## src/nvc_map.svh

```systemverilog
/*
 * nvc_map.svh: pin timing, wait counts and command address sequence for the
 * nonvolatile SRAM host controller.
 * Assumes a 25 ns controller clock and the slowest speed grade of the memory.
 */
`ifndef NVC_MAP_SVH
`define NVC_MAP_SVH

// ***********************************************************************
// clock and rounding
// ***********************************************************************
`define NVC_CLK_NS          25
`define NVC_CYC_UP(ns)      ((((ns) + `NVC_CLK_NS - 1) / `NVC_CLK_NS))

// ***********************************************************************
// pin cycle times, ns
// ***********************************************************************
`define NVC_T_ACC_NS        45
`define NVC_T_WP_NS         30
`define NVC_T_HWR_NS        15
`define NVC_SYNC_CYC        2
`define NVC_RD_CYC          `NVC_CYC_UP(`NVC_T_ACC_NS)
`define NVC_WR_CYC          `NVC_CYC_UP(`NVC_T_WP_NS)
`define NVC_HWR_CYC         `NVC_CYC_UP(`NVC_T_HWR_NS)

// ***********************************************************************
// long waits, us, and their counts
// ***********************************************************************
`define NVC_T_SS_US         70
`define NVC_T_DELAY_US      70
`define NVC_T_RECALL_US     150
`define NVC_T_STORE_US      12500
`define NVC_T_PWRUP_US      20000
`define NVC_SS_CYC          `NVC_CYC_UP(`NVC_T_SS_US * 1000)
`define NVC_DELAY_CYC       `NVC_CYC_UP(`NVC_T_DELAY_US * 1000)
`define NVC_RECALL_CYC      `NVC_CYC_UP(`NVC_T_RECALL_US * 1000)
`define NVC_STORE_CYC       `NVC_CYC_UP(`NVC_T_STORE_US * 1000)
`define NVC_PWRUP_CYC       `NVC_CYC_UP(`NVC_T_PWRUP_US * 1000)

// ***********************************************************************
// command read sequence
// ***********************************************************************
`define NVC_SEQ_A0          18'h0_4E38
`define NVC_SEQ_A1          18'h0_B1C7
`define NVC_SEQ_A2          18'h0_83E0
`define NVC_SEQ_A3          18'h0_7C1F
`define NVC_SEQ_A4          18'h0_703F
`define NVC_SEQ_STORE       18'h0_8FC0
`define NVC_SEQ_RESTORE     18'h0_4C63
`define NVC_SEQ_PLS_OFF     18'h0_8B45
`define NVC_SEQ_PLS_ON      18'h0_4B46
`define NVC_SEQ_LAST        3'h5

`endif

```

## src/nvc_pkg.sv

```systemverilog
/*
 * nvc_pkg: command and state types of the nonvolatile SRAM host controller.
 * Assumes nothing beyond a SystemVerilog compiler.
 */
package nvc_pkg;

  // ***********************************************************************
  // user commands
  // ***********************************************************************
  typedef enum logic [2:0] {
    NVC_RD,
    NVC_WR,
    NVC_SSTORE,
    NVC_SRESTORE,
    NVC_PLS_OFF,
    NVC_PLS_ON,
    NVC_HSTORE
  } nvc_cmd_t;

  // ***********************************************************************
  // sequencer states
  // ***********************************************************************
  typedef enum logic [3:0] {
    ST_PWRUP,
    ST_IDLE,
    ST_RD,
    ST_RD_GAP,
    ST_WR,
    ST_WR_GAP,
    ST_HWR,
    ST_WAIT,
    ST_BUSY
  } nvc_state_t;

endpackage

```

## src/nvc_host.sv

```systemverilog
/*
 * nvc_host: host controller driving an asynchronous nonvolatile SRAM over its
 * pins: reads, byte writes, command read sequences and hardware store.
 * Assumes the memory pins sit outside this clock domain, a 40 MHz ref_clk
 * and a user that holds a request until req_ready.
 */
// Summary of operation
// - output enable stays high through every write cycle.
// - commands are six consecutive reads in exact order, write strobe high.
// - hardware save request: busy line low at least 15 ns.
// - write strobe stays inactive during the power-up restore.
`timescale 1ns/1ps
`include "nvc_map.svh"

module nvc_host
  import nvc_pkg::*;
#(
  parameter int CNT_W     = 20,
  parameter int RD_CYC    = `NVC_RD_CYC,
  parameter int WR_CYC    = `NVC_WR_CYC,
  parameter int HWR_CYC   = `NVC_HWR_CYC,
  parameter int SS_CYC    = `NVC_SS_CYC,
  parameter int DELAY_CYC = `NVC_DELAY_CYC,
  parameter int RECALL_CYC = `NVC_RECALL_CYC,
  parameter int STORE_CYC = `NVC_STORE_CYC,
  parameter int PWRUP_CYC = `NVC_PWRUP_CYC
) (
  input  wire logic        ref_clk,
  input  wire logic        rstn,
  input  wire logic        req_valid,
  output logic             req_ready,
  input  wire nvc_cmd_t    req_cmd,
  input  wire logic [17:0] req_addr,
  input  wire logic [15:0] req_wdata,
  input  wire logic [1:0]  req_byte_en,
  output logic [15:0]      rsp_rdata,
  output logic             rsp_valid,
  output logic             op_done,
  output logic             op_timeout,
  output logic             nv_busy,
  output logic             chip_select_n,
  output logic             output_en_n,
  output logic             write_strobe_n,
  output logic             upper_byte_en_n,
  output logic             low_byte_en_n,
  output logic [17:0]      word_addr,
  input  wire logic [15:0] data_io_i,
  output logic [15:0]      data_io_o,
  output logic             data_io_oe,
  input  wire logic        store_busy_n_i,
  output logic             store_busy_n_o,
  output logic             store_busy_n_oe
);

  // ***********************************************************************
  // parameter checks
  // ***********************************************************************
  if (RD_CYC < 1 || WR_CYC < 1 || HWR_CYC < 1 || SS_CYC < 1 || DELAY_CYC < 1 ||
      STORE_CYC < 1 || PWRUP_CYC < 1 || CNT_W > 31 ||
      SS_CYC + RECALL_CYC >= 2**CNT_W || STORE_CYC >= 2**CNT_W ||
      PWRUP_CYC >= 2**CNT_W || DELAY_CYC >= 2**CNT_W)
  begin : g_bad_param
    $error("nvc_host: count parameter out of range");
  end

  // ***********************************************************************
  // state
  // ***********************************************************************
  typedef struct packed {
    nvc_state_t       st;
    nvc_cmd_t         cmd;
    logic             seq;
    logic [2:0]       step;
    logic [CNT_W-1:0] cnt;
    logic             cs_n;
    logic             oe_n;
    logic             we_n;
    logic             hi_n;
    logic             lo_n;
    logic [17:0]      addr;
    logic [15:0]      dout;
    logic             doe;
    logic             hwr_oe;
    logic [15:0]      rdata;
    logic             rvalid;
    logic             done;
    logic             tmo;
  } nvc_host_st_t;

  localparam nvc_host_st_t RST_ST = '{
    st: ST_PWRUP, cmd: NVC_RD, seq: 1'b0, step: 3'h0, cnt: '0,
    cs_n: 1'b1, oe_n: 1'b1, we_n: 1'b1, hi_n: 1'b1, lo_n: 1'b1,
    addr: 18'h0_0000, dout: 16'h0000, doe: 1'b0, hwr_oe: 1'b0,
    rdata: 16'h0000, rvalid: 1'b0, done: 1'b0, tmo: 1'b0};

  nvc_host_st_t st_r;
  nvc_host_st_t st_nxt;
  logic [15:0]  din_s;
  logic         busy_n_s;

  // ***********************************************************************
  // pin inputs
  // ***********************************************************************
  nvc_sync #(
    .W       (17),
    .RST_VAL (17'h1_FFFF)
  ) u_sync (
    .ref_clk (ref_clk),
    .rstn    (rstn),
    .d       ({store_busy_n_i, data_io_i}),
    .q       ({busy_n_s, din_s})
  );

  // ***********************************************************************
  // helpers
  // ***********************************************************************
  // upper two address bits are zero; the detector ignores them anyway
  function automatic logic [17:0] seq_addr(input logic [2:0] step, input nvc_cmd_t cmd);
    logic [17:0] a;
    a = `NVC_SEQ_A0;
    unique case (step)
      3'h0: a = `NVC_SEQ_A0;
      3'h1: a = `NVC_SEQ_A1;
      3'h2: a = `NVC_SEQ_A2;
      3'h3: a = `NVC_SEQ_A3;
      3'h4: a = `NVC_SEQ_A4;
      default:
        unique case (cmd)
          NVC_SSTORE:   a = `NVC_SEQ_STORE;
          NVC_SRESTORE: a = `NVC_SEQ_RESTORE;
          NVC_PLS_OFF:  a = `NVC_SEQ_PLS_OFF;
          default:      a = `NVC_SEQ_PLS_ON;
        endcase
    endcase
    return a;
  endfunction

  function automatic logic [CNT_W-1:0] cyc(input int n);
    return CNT_W'(n - 1);
  endfunction

  // ***********************************************************************
  // sequencer
  // ***********************************************************************
  always_comb
  begin
    st_nxt        = st_r;
    st_nxt.rvalid = 1'b0;
    st_nxt.done   = 1'b0;
    st_nxt.tmo    = 1'b0;
    unique case (st_r.st)
      ST_PWRUP:
      begin
        // strobes parked high while the memory restores itself
        if (st_r.cnt == cyc(PWRUP_CYC))
          st_nxt.st = ST_IDLE;
        else
          st_nxt.cnt = st_r.cnt + CNT_W'(1);
      end
      ST_IDLE:
      begin
        // nothing starts while the memory reports busy
        if (req_valid && busy_n_s)
        begin
          st_nxt.cmd  = req_cmd;
          st_nxt.seq  = 1'b0;
          st_nxt.step = 3'h0;
          unique case (req_cmd)
            NVC_RD:
            begin
              st_nxt.st   = ST_RD;
              st_nxt.cs_n = 1'b0;
              st_nxt.oe_n = 1'b0;
              st_nxt.addr = req_addr;
              st_nxt.hi_n = !req_byte_en[1];
              st_nxt.lo_n = !req_byte_en[0];
              st_nxt.cnt  = cyc(RD_CYC + `NVC_SYNC_CYC);
            end
            NVC_WR:
            begin
              st_nxt.st   = ST_WR;
              st_nxt.cs_n = 1'b0;
              st_nxt.we_n = 1'b0;
              st_nxt.oe_n = 1'b1;
              st_nxt.doe  = 1'b1;
              st_nxt.dout = req_wdata;
              st_nxt.addr = req_addr;
              st_nxt.hi_n = !req_byte_en[1];
              st_nxt.lo_n = !req_byte_en[0];
              st_nxt.cnt  = cyc(WR_CYC);
            end
            NVC_HSTORE:
            begin
              st_nxt.st     = ST_HWR;
              st_nxt.hwr_oe = 1'b1;
              st_nxt.cnt    = cyc(HWR_CYC);
            end
            default:
            begin
              // command sequence: reads only, full word enabled
              st_nxt.st   = ST_RD;
              st_nxt.seq  = 1'b1;
              st_nxt.cs_n = 1'b0;
              st_nxt.oe_n = 1'b0;
              st_nxt.hi_n = 1'b0;
              st_nxt.lo_n = 1'b0;
              st_nxt.addr = seq_addr(3'h0, req_cmd);
              st_nxt.cnt  = cyc(RD_CYC + `NVC_SYNC_CYC);
            end
          endcase
        end
      end
      ST_RD:
      begin
        if (st_r.cnt == '0)
        begin
          // raising select gives the next read its own falling edge
          st_nxt.st   = ST_RD_GAP;
          st_nxt.cs_n = 1'b1;
          st_nxt.oe_n = 1'b1;
          if (!st_r.seq)
          begin
            st_nxt.rdata  = din_s;
            st_nxt.rvalid = 1'b1;
          end
        end
        else
          st_nxt.cnt = st_r.cnt - CNT_W'(1);
      end
      ST_RD_GAP:
      begin
        if (st_r.seq && st_r.step != `NVC_SEQ_LAST)
        begin
          st_nxt.st   = ST_RD;
          st_nxt.step = 3'(st_r.step + 3'h1);
          st_nxt.cs_n = 1'b0;
          st_nxt.oe_n = 1'b0;
          st_nxt.addr = seq_addr(3'(st_r.step + 3'h1), st_r.cmd);
          st_nxt.cnt  = cyc(RD_CYC + `NVC_SYNC_CYC);
        end
        else if (st_r.seq)
        begin
          st_nxt.st = ST_WAIT;
          if (st_r.cmd == NVC_SRESTORE)
            st_nxt.cnt = cyc(SS_CYC + RECALL_CYC);
          else
            st_nxt.cnt = cyc(SS_CYC);
        end
        else
        begin
          st_nxt.st   = ST_IDLE;
          st_nxt.done = 1'b1;
        end
      end
      ST_WR:
      begin
        if (st_r.cnt == '0)
        begin
          st_nxt.st   = ST_WR_GAP;
          st_nxt.cs_n = 1'b1;
          st_nxt.we_n = 1'b1;
        end
        else
          st_nxt.cnt = st_r.cnt - CNT_W'(1);
      end
      ST_WR_GAP:
      begin
        // data held one cycle past the strobe edge for hold time
        st_nxt.st   = ST_IDLE;
        st_nxt.doe  = 1'b0;
        st_nxt.done = 1'b1;
      end
      ST_HWR:
      begin
        if (st_r.cnt == '0)
        begin
          st_nxt.hwr_oe = 1'b0;
          st_nxt.st     = ST_WAIT;
          st_nxt.cnt    = cyc(DELAY_CYC);
        end
        else
          st_nxt.cnt = st_r.cnt - CNT_W'(1);
      end
      ST_WAIT:
      begin
        if (st_r.cnt == '0)
        begin
          if (st_r.cmd == NVC_SSTORE || st_r.cmd == NVC_HSTORE)
          begin
            st_nxt.st  = ST_BUSY;
            st_nxt.cnt = cyc(STORE_CYC);
          end
          else
          begin
            st_nxt.st   = ST_IDLE;
            st_nxt.done = 1'b1;
          end
        end
        else
          st_nxt.cnt = st_r.cnt - CNT_W'(1);
      end
      ST_BUSY:
      begin
        // a hardware save may be skipped, so busy high also ends the wait
        if (busy_n_s || st_r.cnt == '0)
        begin
          st_nxt.st   = ST_IDLE;
          st_nxt.done = 1'b1;
          st_nxt.tmo  = !busy_n_s;
        end
        else
          st_nxt.cnt = st_r.cnt - CNT_W'(1);
      end
    endcase
  end

  always_ff @(posedge ref_clk or negedge rstn)
  begin
    if (!rstn)
      st_r <= RST_ST;
    else
      st_r <= st_nxt;
  end

  // ***********************************************************************
  // outputs
  // ***********************************************************************
  assign req_ready       = (st_r.st == ST_IDLE) && busy_n_s;
  assign rsp_rdata       = st_r.rdata;
  assign rsp_valid       = st_r.rvalid;
  assign op_done         = st_r.done;
  assign op_timeout      = st_r.tmo;
  assign nv_busy         = !busy_n_s;
  assign chip_select_n   = st_r.cs_n;
  assign output_en_n     = st_r.oe_n;
  assign write_strobe_n  = st_r.we_n;
  assign upper_byte_en_n = st_r.hi_n;
  assign low_byte_en_n   = st_r.lo_n;
  assign word_addr       = st_r.addr;
  assign data_io_o       = st_r.dout;
  assign data_io_oe      = st_r.doe;
  assign store_busy_n_o  = 1'b0;
  assign store_busy_n_oe = st_r.hwr_oe;
endmodule

```

## src/nvc_sync.sv

```systemverilog
/*
 * nvc_sync: two flip-flop synchroniser for pin inputs, any width.
 * Assumes each bit is sampled independently; multi-bit words must be
 * stable for several clocks before they are read.
 */
`timescale 1ns/1ps

module nvc_sync #(
  parameter int         W       = 1,
  parameter logic [W-1:0] RST_VAL = '0
) (
  input  wire logic         ref_clk,
  input  wire logic         rstn,
  input  wire logic [W-1:0] d,
  output logic      [W-1:0] q
);

  typedef struct packed {
    logic [W-1:0] s1;
    logic [W-1:0] s2;
  } nvc_sync_st_t;

  nvc_sync_st_t st_r;
  nvc_sync_st_t st_nxt;

  // first stage feeds only the second stage
  always_comb
  begin
    st_nxt    = st_r;
    st_nxt.s1 = d;
    st_nxt.s2 = st_r.s1;
  end

  always_ff @(posedge ref_clk or negedge rstn)
  begin
    if (!rstn)
      st_r <= '{s1: RST_VAL, s2: RST_VAL};
    else
      st_r <= st_nxt;
  end

  assign q = st_r.s2;

endmodule

```

## config.mk

```make
export PLATFORM = sky130hd
export DESIGN_NAME = nvc_host
export DESIGN_NICKNAME = d
export VERILOG_FILES = /design/src/nvc_pkg.sv /design/src/nvc_host.sv /design/src/nvc_sync.sv
export VERILOG_INCLUDE_DIRS = /design/src
export SDC_FILE = /design/constraint.sdc
export NUM_CORES = 1
export LEC_CHECK = 0
export ABC_CLOCK_PERIOD_IN_PS = 5000
export BUFFER_PORTS_ARGS = -buffer_cell sky130_fd_sc_hd__buf_2
export CAP_MARGIN = 40
export CORE_MARGIN = 8
export CORE_UTILIZATION = 35
export DETAILED_ROUTE_END_ITERATION = 10
export PLACE_DENSITY = 0.63
export SLEW_MARGIN = 20
export SYNTH_ARGS = -nofsm -noshare
export SYNTH_HDL_FRONTEND = slang
export SYNTH_SLANG_ARGS = --single-unit
```

## constraint.sdc

```tcl
create_clock -name ref_clk -period 5 [get_ports ref_clk]
set_clock_uncertainty 0.1 [all_clocks]
set_input_delay 0.5 -clock ref_clk [delete_from_list [all_inputs] [get_ports ref_clk]]
set_output_delay 0.5 -clock ref_clk [all_outputs]
set_load 0.005 [all_outputs]
```

==> qor.yml, run 1 <==
grt_pass1_wl_um: 28200
core-area_mm2: 0.0192
dp_hpwl_um: 12600
final_core_util_pct: 40.6
cp.arrival_ns: 3.44
gr-usage-all-layers_pct: 14.7
setup_viol: 0
synth_edf_count: 0
finalHoldViolations: 0
netSwitchingFraction_pct: 40.2
die_w_um: 155
drive_gt1_share_pct: 32.0
final_cell_mix: "120 x buf_2, 86 x dfrtp_1, 70 x nand2_1"
dp.cells: 984
clk_path_buf_depth: 2
tightestPinTransition_ns: 0.798
seqCellArea_mm2: 0.00318
yosys_register_bits: 125
rsz0062_at_grt: "false"
place_congestion: 0.880
final_common_cell: "buf_2"
finalNonFillerCells: 1018
maxCapViolCount: 0
die_h_um: 155
endpoint_kind: "flip-flop"
area_growth_pct: 15.2
synth_nets: 751
grt_overflow: 0
route.detailed.drc: 0
routed_wl_um: 17500
power_uw: 4670
grt_pass1_vias: 5254
htreeDepth: 4
cell_internal_pwr_uw: 2790
critical_path_class: "reg2reg"
relSlewSlack_pct: 46.7
fmax_ghz: 0.309
tns_ns: 0
diodes: 0
nFillCells: 1876
crit_required_ns: 5.20
syn_avg_cell_area_um2: 9.91
vias_per_cell: 5.29
ys_seq_area_share_pct: 46.9
p_per_area_mw_per_mm2: 599
status: "finished, final reports clean"
maxSlewViolCount: 0
numPortBuffers: 120
clk_pin_slew_ns: 0.07
ys.flop_type: "dfrtp_1"
cts_tree: "yes"
drt_iter0_markers: 437
clk_latency_ns: 0.42
async_reset_ff_share_pct: 100
num_vias: 5382
numCtsBuffers: 17
row_count: 51
ant_nets: 0
wl_per_cell_um: 17.2
period_share_pct: 64.7
ctsResizeCount: 0
hold_path.class: "in2reg"
p_leak_uw: 0.00349
multi_input_area_mm2: 0.00296
nNetsFinal: 808
p_switching_uw: 1880
pwr-share-clk_pct: 26.6
grt_start_max_net_pins: 59
pwr-share-seq_pct: 34.8
antenna_found_initial: 0
clockRootBuffer: "clkbuf_16"
die_area_mm2: 0.0240
cp_max_fo: 24
initial_utilization_pct: 35.2
synthCells: 683
fin_crit_ns: 3.24
yosysWarningCount: 0
ys_types: 72
ir_drop_mv: 0.329
combPwrFrac_pct: 38.6
io_pins: 122
clock-sinks: 125
firstDrtPassIters: 5
synth_area_mm2: 0.00677
crit_path_start_kind: "flip-flop"
[repair_timing]
item / in CTS / in global routing
buffers inserted: 0 / 0
hold buffers: 1 / 0
setup endpoints to repair: 0 / 0
hold endpoints to repair: 26 / 0
[synthesized netlist by cell type (13+ instances only)]
master	number	area [µm²]
a21oi_1	34	170
nand3_1	18	90.1
o21ai_0	42	210
buf_4	51	383
clkbuf_1	33	124
nand4_1	13	81.3
inv_1	15	56.3
mux2_2	24	270
nor2_1	38	143
nor3_1	14	70.1
dfstp_2	39	1020
nand2_1	70	263
dfrtp_1	86	2150
[sequential cells by signal, indices dropped and copies added, names as in the netlist]
register	flops
st_r	31
word_addr	18
u_sync.q	17
u_sync.st_nxt	17
data_io_o	16
rsp_rdata	16
chip_select_n	1
data_io_oe	1
low_byte_en_n	1
op_done	1
op_timeout	1
output_en_n	1
rsp_valid	1
store_busy_n_oe	1
upper_byte_en_n	1
write_strobe_n	1
[path summary, 6_finish.rpt]
kind | startpoint | end | slack [ns] | depth (start not counted)
max in group asynchronous | rstn | st_r[89] | 3.23 | 3
worst max register to register | st_r[60] | st_r[61] | 1.76 | 9
worst max-delay path | st_r[60] | st_r[61] | 1.76 | 9
worst min register to register | u_sync.st_nxt[5] | u_sync.q[5] | 0.25 | 0
worst min-delay path | store_busy_n_i | u_sync.st_nxt[16] | 0.07 | 1
min in group asynchronous | rstn | st_r[73] | 0.49 | 2
[power groups by stage]
stage / Sequential [µW] / Combinational (µW) / Clock [µW]
floorplan: 1440 / 1600 / 0
global placement: 1620 / 1780 / 0
detailed placement: 1630 / 1790 / 0
CTS: 1620 / 1800 / 1280
global route: 1670 / 2000 / 1320
finish: 1630 / 1800 / 1240
[cell families after synthesis]
| logic type | synth area share [%] |
|---|---|
| flops | 46.9 |
| other cells | 0.0554 |
| simple gates | 16.6 |
| buf+inv | 9.43 |
| compound gates | 18.6 |
| mux | 5.66 |
| fa+ha+maj | 1.66 |
| xor+xnor | 1.03 |
[layer usage]
layer	track usage [%]	part of all wire, %	vias to the layer above
met5	0	0	-
met4	6.02	1.9	0
met3	3.99	6.5	24
met2	23.7	47	188
met1	18.5	44	2616
li1	-	-	2554
[critical path, cell delays in order, from the launching register on]
cell	delay, ns
dfrtp_1	0.48
inv_1	0.12
ha_1	0.14
or4b_1	0.44
or2_1	0.35
nor2_2	0.31
o32ai_2	0.14
buf_4	0.23
and2_1	0.39
mux2_1	0.40
[final cells by class]
cell class / instances / share of cell area, %
timing repair buffer: 131 / 8.71
tap: 265 / 4.25
sequential: 125 / 40.7
inverter: 15 / 0.722
clock buffer: 17 / 5.45
multi-input combinational: 450 / 37.9
clock inverter: 15 / 2.20
[per-stage QoR]
stage | cell area [µm²] | worst slack [ns] | hold slack (ns)
final | 7800 | 1.76 | 0.0722
after global routing | 7800 | 1.55 | 0.0457
after CTS | 7800 | 1.78 | 0.0473
after detailed placement | 7190 | 1.78 | 0.247
after global placement | 7180 | 1.85 | 0.246
after floorplan | 6770 | 2.26 | 0.104
Power figures use the tool's default switching activity.
==> run 2, diff against run 1 <==
- ABC_AREA: unset -> 1
- ABC_CLOCK_PERIOD_IN_PS: 5000 -> 2900
- PLACE_DENSITY: 0.63 -> 0.65
- clock period: 5 -> 2.9 ns (I/O delays scaled with it)
==> run 2 against run 1 <==
Compared with the run above: die area up 4.9%; synthesized area increased by 5.5%; routed wire length increased by 8.4%; clock-buffer cell count unchanged; critical path depth increased by 2; critical path type unchanged; register-to-register slack worse by 1.3 ns; critical endpoint is now st_r[72]; sequential power grew 77%; utilization rose by 2.3 points; global-route usage is 0.46 points higher; maximum frequency is 34% higher.
==> qor.yml, run 2 <==
routed_wl_um: 19000  # was 17500 µm
period_share_pct: 83.0  # was 64.7%
ff2ff_setup_slack_ns: 0.49  # was 1.76 ns
min_from: "req_addr[0]"  # was store_busy_n_i
ant_nets: 0  # unchanged
firstDrtPassIters: 5  # unchanged
clk_latency_ns: 0.42  # about the same
htreeDepth: 4  # unchanged
hold_path.class: "in2reg"  # unchanged
status: "finished, final reports clean"  # unchanged
cp.arrival_ns: 2.60  # was 3.44 ns
yosysMostFrequentCell: "nand2_1"  # was dfrtp_1
ys.flop_type: "dfrtp_1"  # unchanged
core-area_mm2: 0.0201  # was 0.0192 mm²
p_leak_uw: 0.00456  # was 0.00349 µW
tns_ns: 0  # unchanged
dpl-instance-area_mm2: 0.00761  # was 0.00719 mm²
pwr-share-clk_pct: 24.8  # was 26.6%
crit_required_ns: 3.09  # was 5.20 ns
ys_seq_area_share_pct: 44.5  # was 46.9%
syn_avg_cell_area_um2: 7.52  # was 9.91 µm²
row_count: 52  # was 51
area_growth_pct: 20.7  # was 15.2%
reg2reg_to: "st_r[72]"  # was st_r[61]
netSwitchingFraction_pct: 43.6  # was 40.2%
synthCells: 950  # was 683
min_path_cells: 3  # was 1
cp_max_fo: 14  # was 24
synth_area_mm2: 0.00714  # was 0.00677 mm²
finalHoldViolations: 0  # unchanged
ir_drop_mv: 0.386  # was 0.329 mV
relSlewSlack_pct: 54.3  # was 46.7%
antenna_found_initial: 0  # unchanged
cell_internal_pwr_uw: 5060  # was 2790 µW
clock-sinks: 125  # unchanged
p_per_area_mw_per_mm2: 1040  # was 599 mW/mm²
maxCapViolCount: 0  # unchanged
stdcell_area_mm2: 0.00862  # was 0.00780 mm²
cts_tree: "yes"  # unchanged
die_w_um: 159  # was 155 µm
grt_pass1_wl_um: 31500  # was 28200 µm
yosysWarningCount: 0  # unchanged
final_common_cell: "nand2_1"  # was buf_2
top_register: "st_r"  # unchanged
critical_path_class: "reg2reg"  # unchanged
vias_per_cell: 4.66  # was 5.29
synth_edf_count: 0  # unchanged
synth.area.top_cells: "dfrtp_1 30%, nand2_1 18%, dfstp_2 14%"  # was dfrtp_1 32%, dfstp_2 15%, buf_4 5.7%
r2r-start: "st_r[60]"  # unchanged
cp_num_buf_inv: 2  # unchanged
gr-usage-all-layers_pct: 15.2  # was 14.7%
rsz0062_at_grt: "false"  # unchanged
reg2reg_depth: 11  # was 9
place_congestion: 0.927  # was 0.880
hold_ws_ns: 0.0319  # was 0.0722 ns
fmax_ghz: 0.416  # was 0.309 GHz
largest_reg_flops: 31  # unchanged
final_cell_mix: "350 x nand2_1, 119 x buf_2, 105 x nor2_1"  # was 120 x buf_2, 86 x dfrtp_1, 70 x nand2_1
clk_path_buf_depth: 2  # unchanged
post_cts_buffers: 0  # unchanged
max_stage_delay_ns: 0.48  # about the same
num_vias: 6276  # was 5382
numCtsBuffers: 17  # unchanged
wl_per_cell_um: 14.1  # was 17.2 µm
die_area_mm2: 0.0252  # was 0.0240 mm²
clk_pin_slew_ns: 0.06  # was 0.07 ns
pwr-share-seq_pct: 32.2  # was 34.8%
maxSlewViolCount: 0  # unchanged
power_uw: 8980  # was 4670 µW
ys_types: 39  # was 72
fin_crit_ns: 2.41  # was 3.24 ns
dp_hpwl_um: 14200  # was 12600 µm
nNetsFinal: 1132  # was 808
grt_pass1_vias: 6112  # was 5254
yosysTopAreaCell: "dfrtp_1"  # unchanged
route.detailed.drc: 0  # unchanged
crit_path_start_kind: "flip-flop"  # unchanged
yosys_register_bits: 125  # unchanged
grt_overflow: 0  # unchanged
p_switching_uw: 3920  # was 1880 µW
die_h_um: 159  # was 155 µm
synth_top_area_share_pct: 30.1  # was 31.8%
path_cells: "inv_1 -> ha_1 -> nand2_1 -> nor2_2 -> nand3_2 -> nor2_1 -> nor2_1 -> nand2_2 -> nor2_4 -> buf_4 -> o21ai_1"  # was inv_1 -> ha_1 -> or4b_1 -> or2_1 -> nor2_2 -> o32ai_2 -> buf_4 -> and2_1 -> mux2_1
endpoint_kind: "flip-flop"  # unchanged
diodes: 0  # unchanged
numPortBuffers: 120  # unchanged
grt_start_max_net_pins: 50  # was 59
drive_gt1_share_pct: 22.7  # was 32.0%
io_pins: 122  # unchanged
combPwrFrac_pct: 43.1  # was 38.6%
initial_utilization_pct: 35.5  # was 35.2%
synth_nets: 1018  # was 751
crit_top_cell: "nor2_1"
drt_iter0_markers: 495  # was 437
ys_top_cells_by_count: "350 x nand2_1, 105 x nor2_1, 86 x dfrtp_1, 73 x inv_1, 61 x nand3_1"  # was 86 x dfrtp_1, 70 x nand2_1, 51 x buf_4, 42 x o21ai_0, 39 x dfstp_2
clockRootBuffer: "clkbuf_16"  # unchanged
cpLargestDelayFamily: "simple AND/OR/NAND/NOR gates"  # unchanged
cp_slowest_cell: "dfrtp_1"  # unchanged
worstHoldEndpoint: "word_addr[0]"  # was u_sync.st_nxt[16]
tightestPinTransition_ns: 0.684  # was 0.798 ns
async_reset_ff_share_pct: 100  # unchanged
setup_viol: 0  # unchanged
-- run 2: cell count changes after synthesis, sizes merged, moves of 32 or more --
| cell | change |
|---|---|
| clkbuf | -32 |
| inv | +67 |
| mux2 | -34 |
| nand2 | +288 |
| nand3 | +45 |
| nor2 | +81 |
-- run 2: worst max path at each step --
| stage | startpoint | cells past startpoint | end |
|---|---|---|---|
| 2_1_floorplan | st_r[60] | 11 | rsp_rdata[10] |
| 3_5_place_dp | st_r[60] | 10 | rsp_rdata[13] |
| 5_1_grt | st_r[60] | 10 | rsp_rdata[10] |
| 4_1_cts | st_r[60] | 10 | rsp_rdata[8] |
| 6_report | st_r[60] | 11 | st_r[72] |
| 3_3_place_gp | st_r[60] | 10 | rsp_rdata[4] |
-- run 2: cell families (layout without fill, tap and decap cells) --
kind of cell / after synthesis / in the layout / share of synthesized area (%)
AOI/OAI and AO/OA: 74 / 74 / 5.71
xor gates and xnor gates: 17 / 17 / 2.08
adders and majority gates: 9 / 9 / 1.58
buffers and inverters: 160 / 287 / 12.7
DFF: 125 / 125 / 44.5
other: 1 / 1 / 0.0525
and+or+nand+nor: 564 / 564 / 33.4
-- run 2: what timing repair did --
action / 4_1_cts / 5_1_grt
hold buffers: 38 / 0
gates resized for setup: 0 / 0
endpoints found under the hold margin: 63 / 0
-- run 2: through the flow --
step	std cells	setup WS (ns)	util, %
finish	1347	0.494	42.9
floorplan	950	0.958	-
global placement	1277	0.546	37.9
global route	1347	0.271	42.9
detailed placement	1277	0.513	37.9
CTS	1347	0.502	42.9
-- run 2: final cells by class --
class,count,area [µm²]
Fill cell,1969,11500
Sequential cell,125,3180
Inverter,82,315
Clock inverter,15,203
Multi-Input combinational cell,665,3060
Timing Repair Buffer,173,1110
Tap cell,270,338
Clock buffer,17,425
-- run 2: power by group through the flow --
stage / logic [µW] / clock network (µW) / registers [µW]
CTS: 3880 / 2290 / 2880
detailed placement: 3820 / 0 / 2900
finish: 3870 / 2220 / 2890
floorplan: 3340 / 0 / 2650
global route: 4410 / 2370 / 2970
global placement: 3770 / 0 / 2890
-- run 2: layer usage --
layer / global-route usage, % / part of all wire [%]
met3: 4.08 / 7.3
met4: 5.37 / 1.3
met2: 24.3 / 47
met5: 0 / 0
met1: 19.5 / 45
-- run 2: worst min-delay path, stage by stage --
cell and delay, ns:
buf_2 0.10, nand2_1 0.05, a31oi_1 0.07
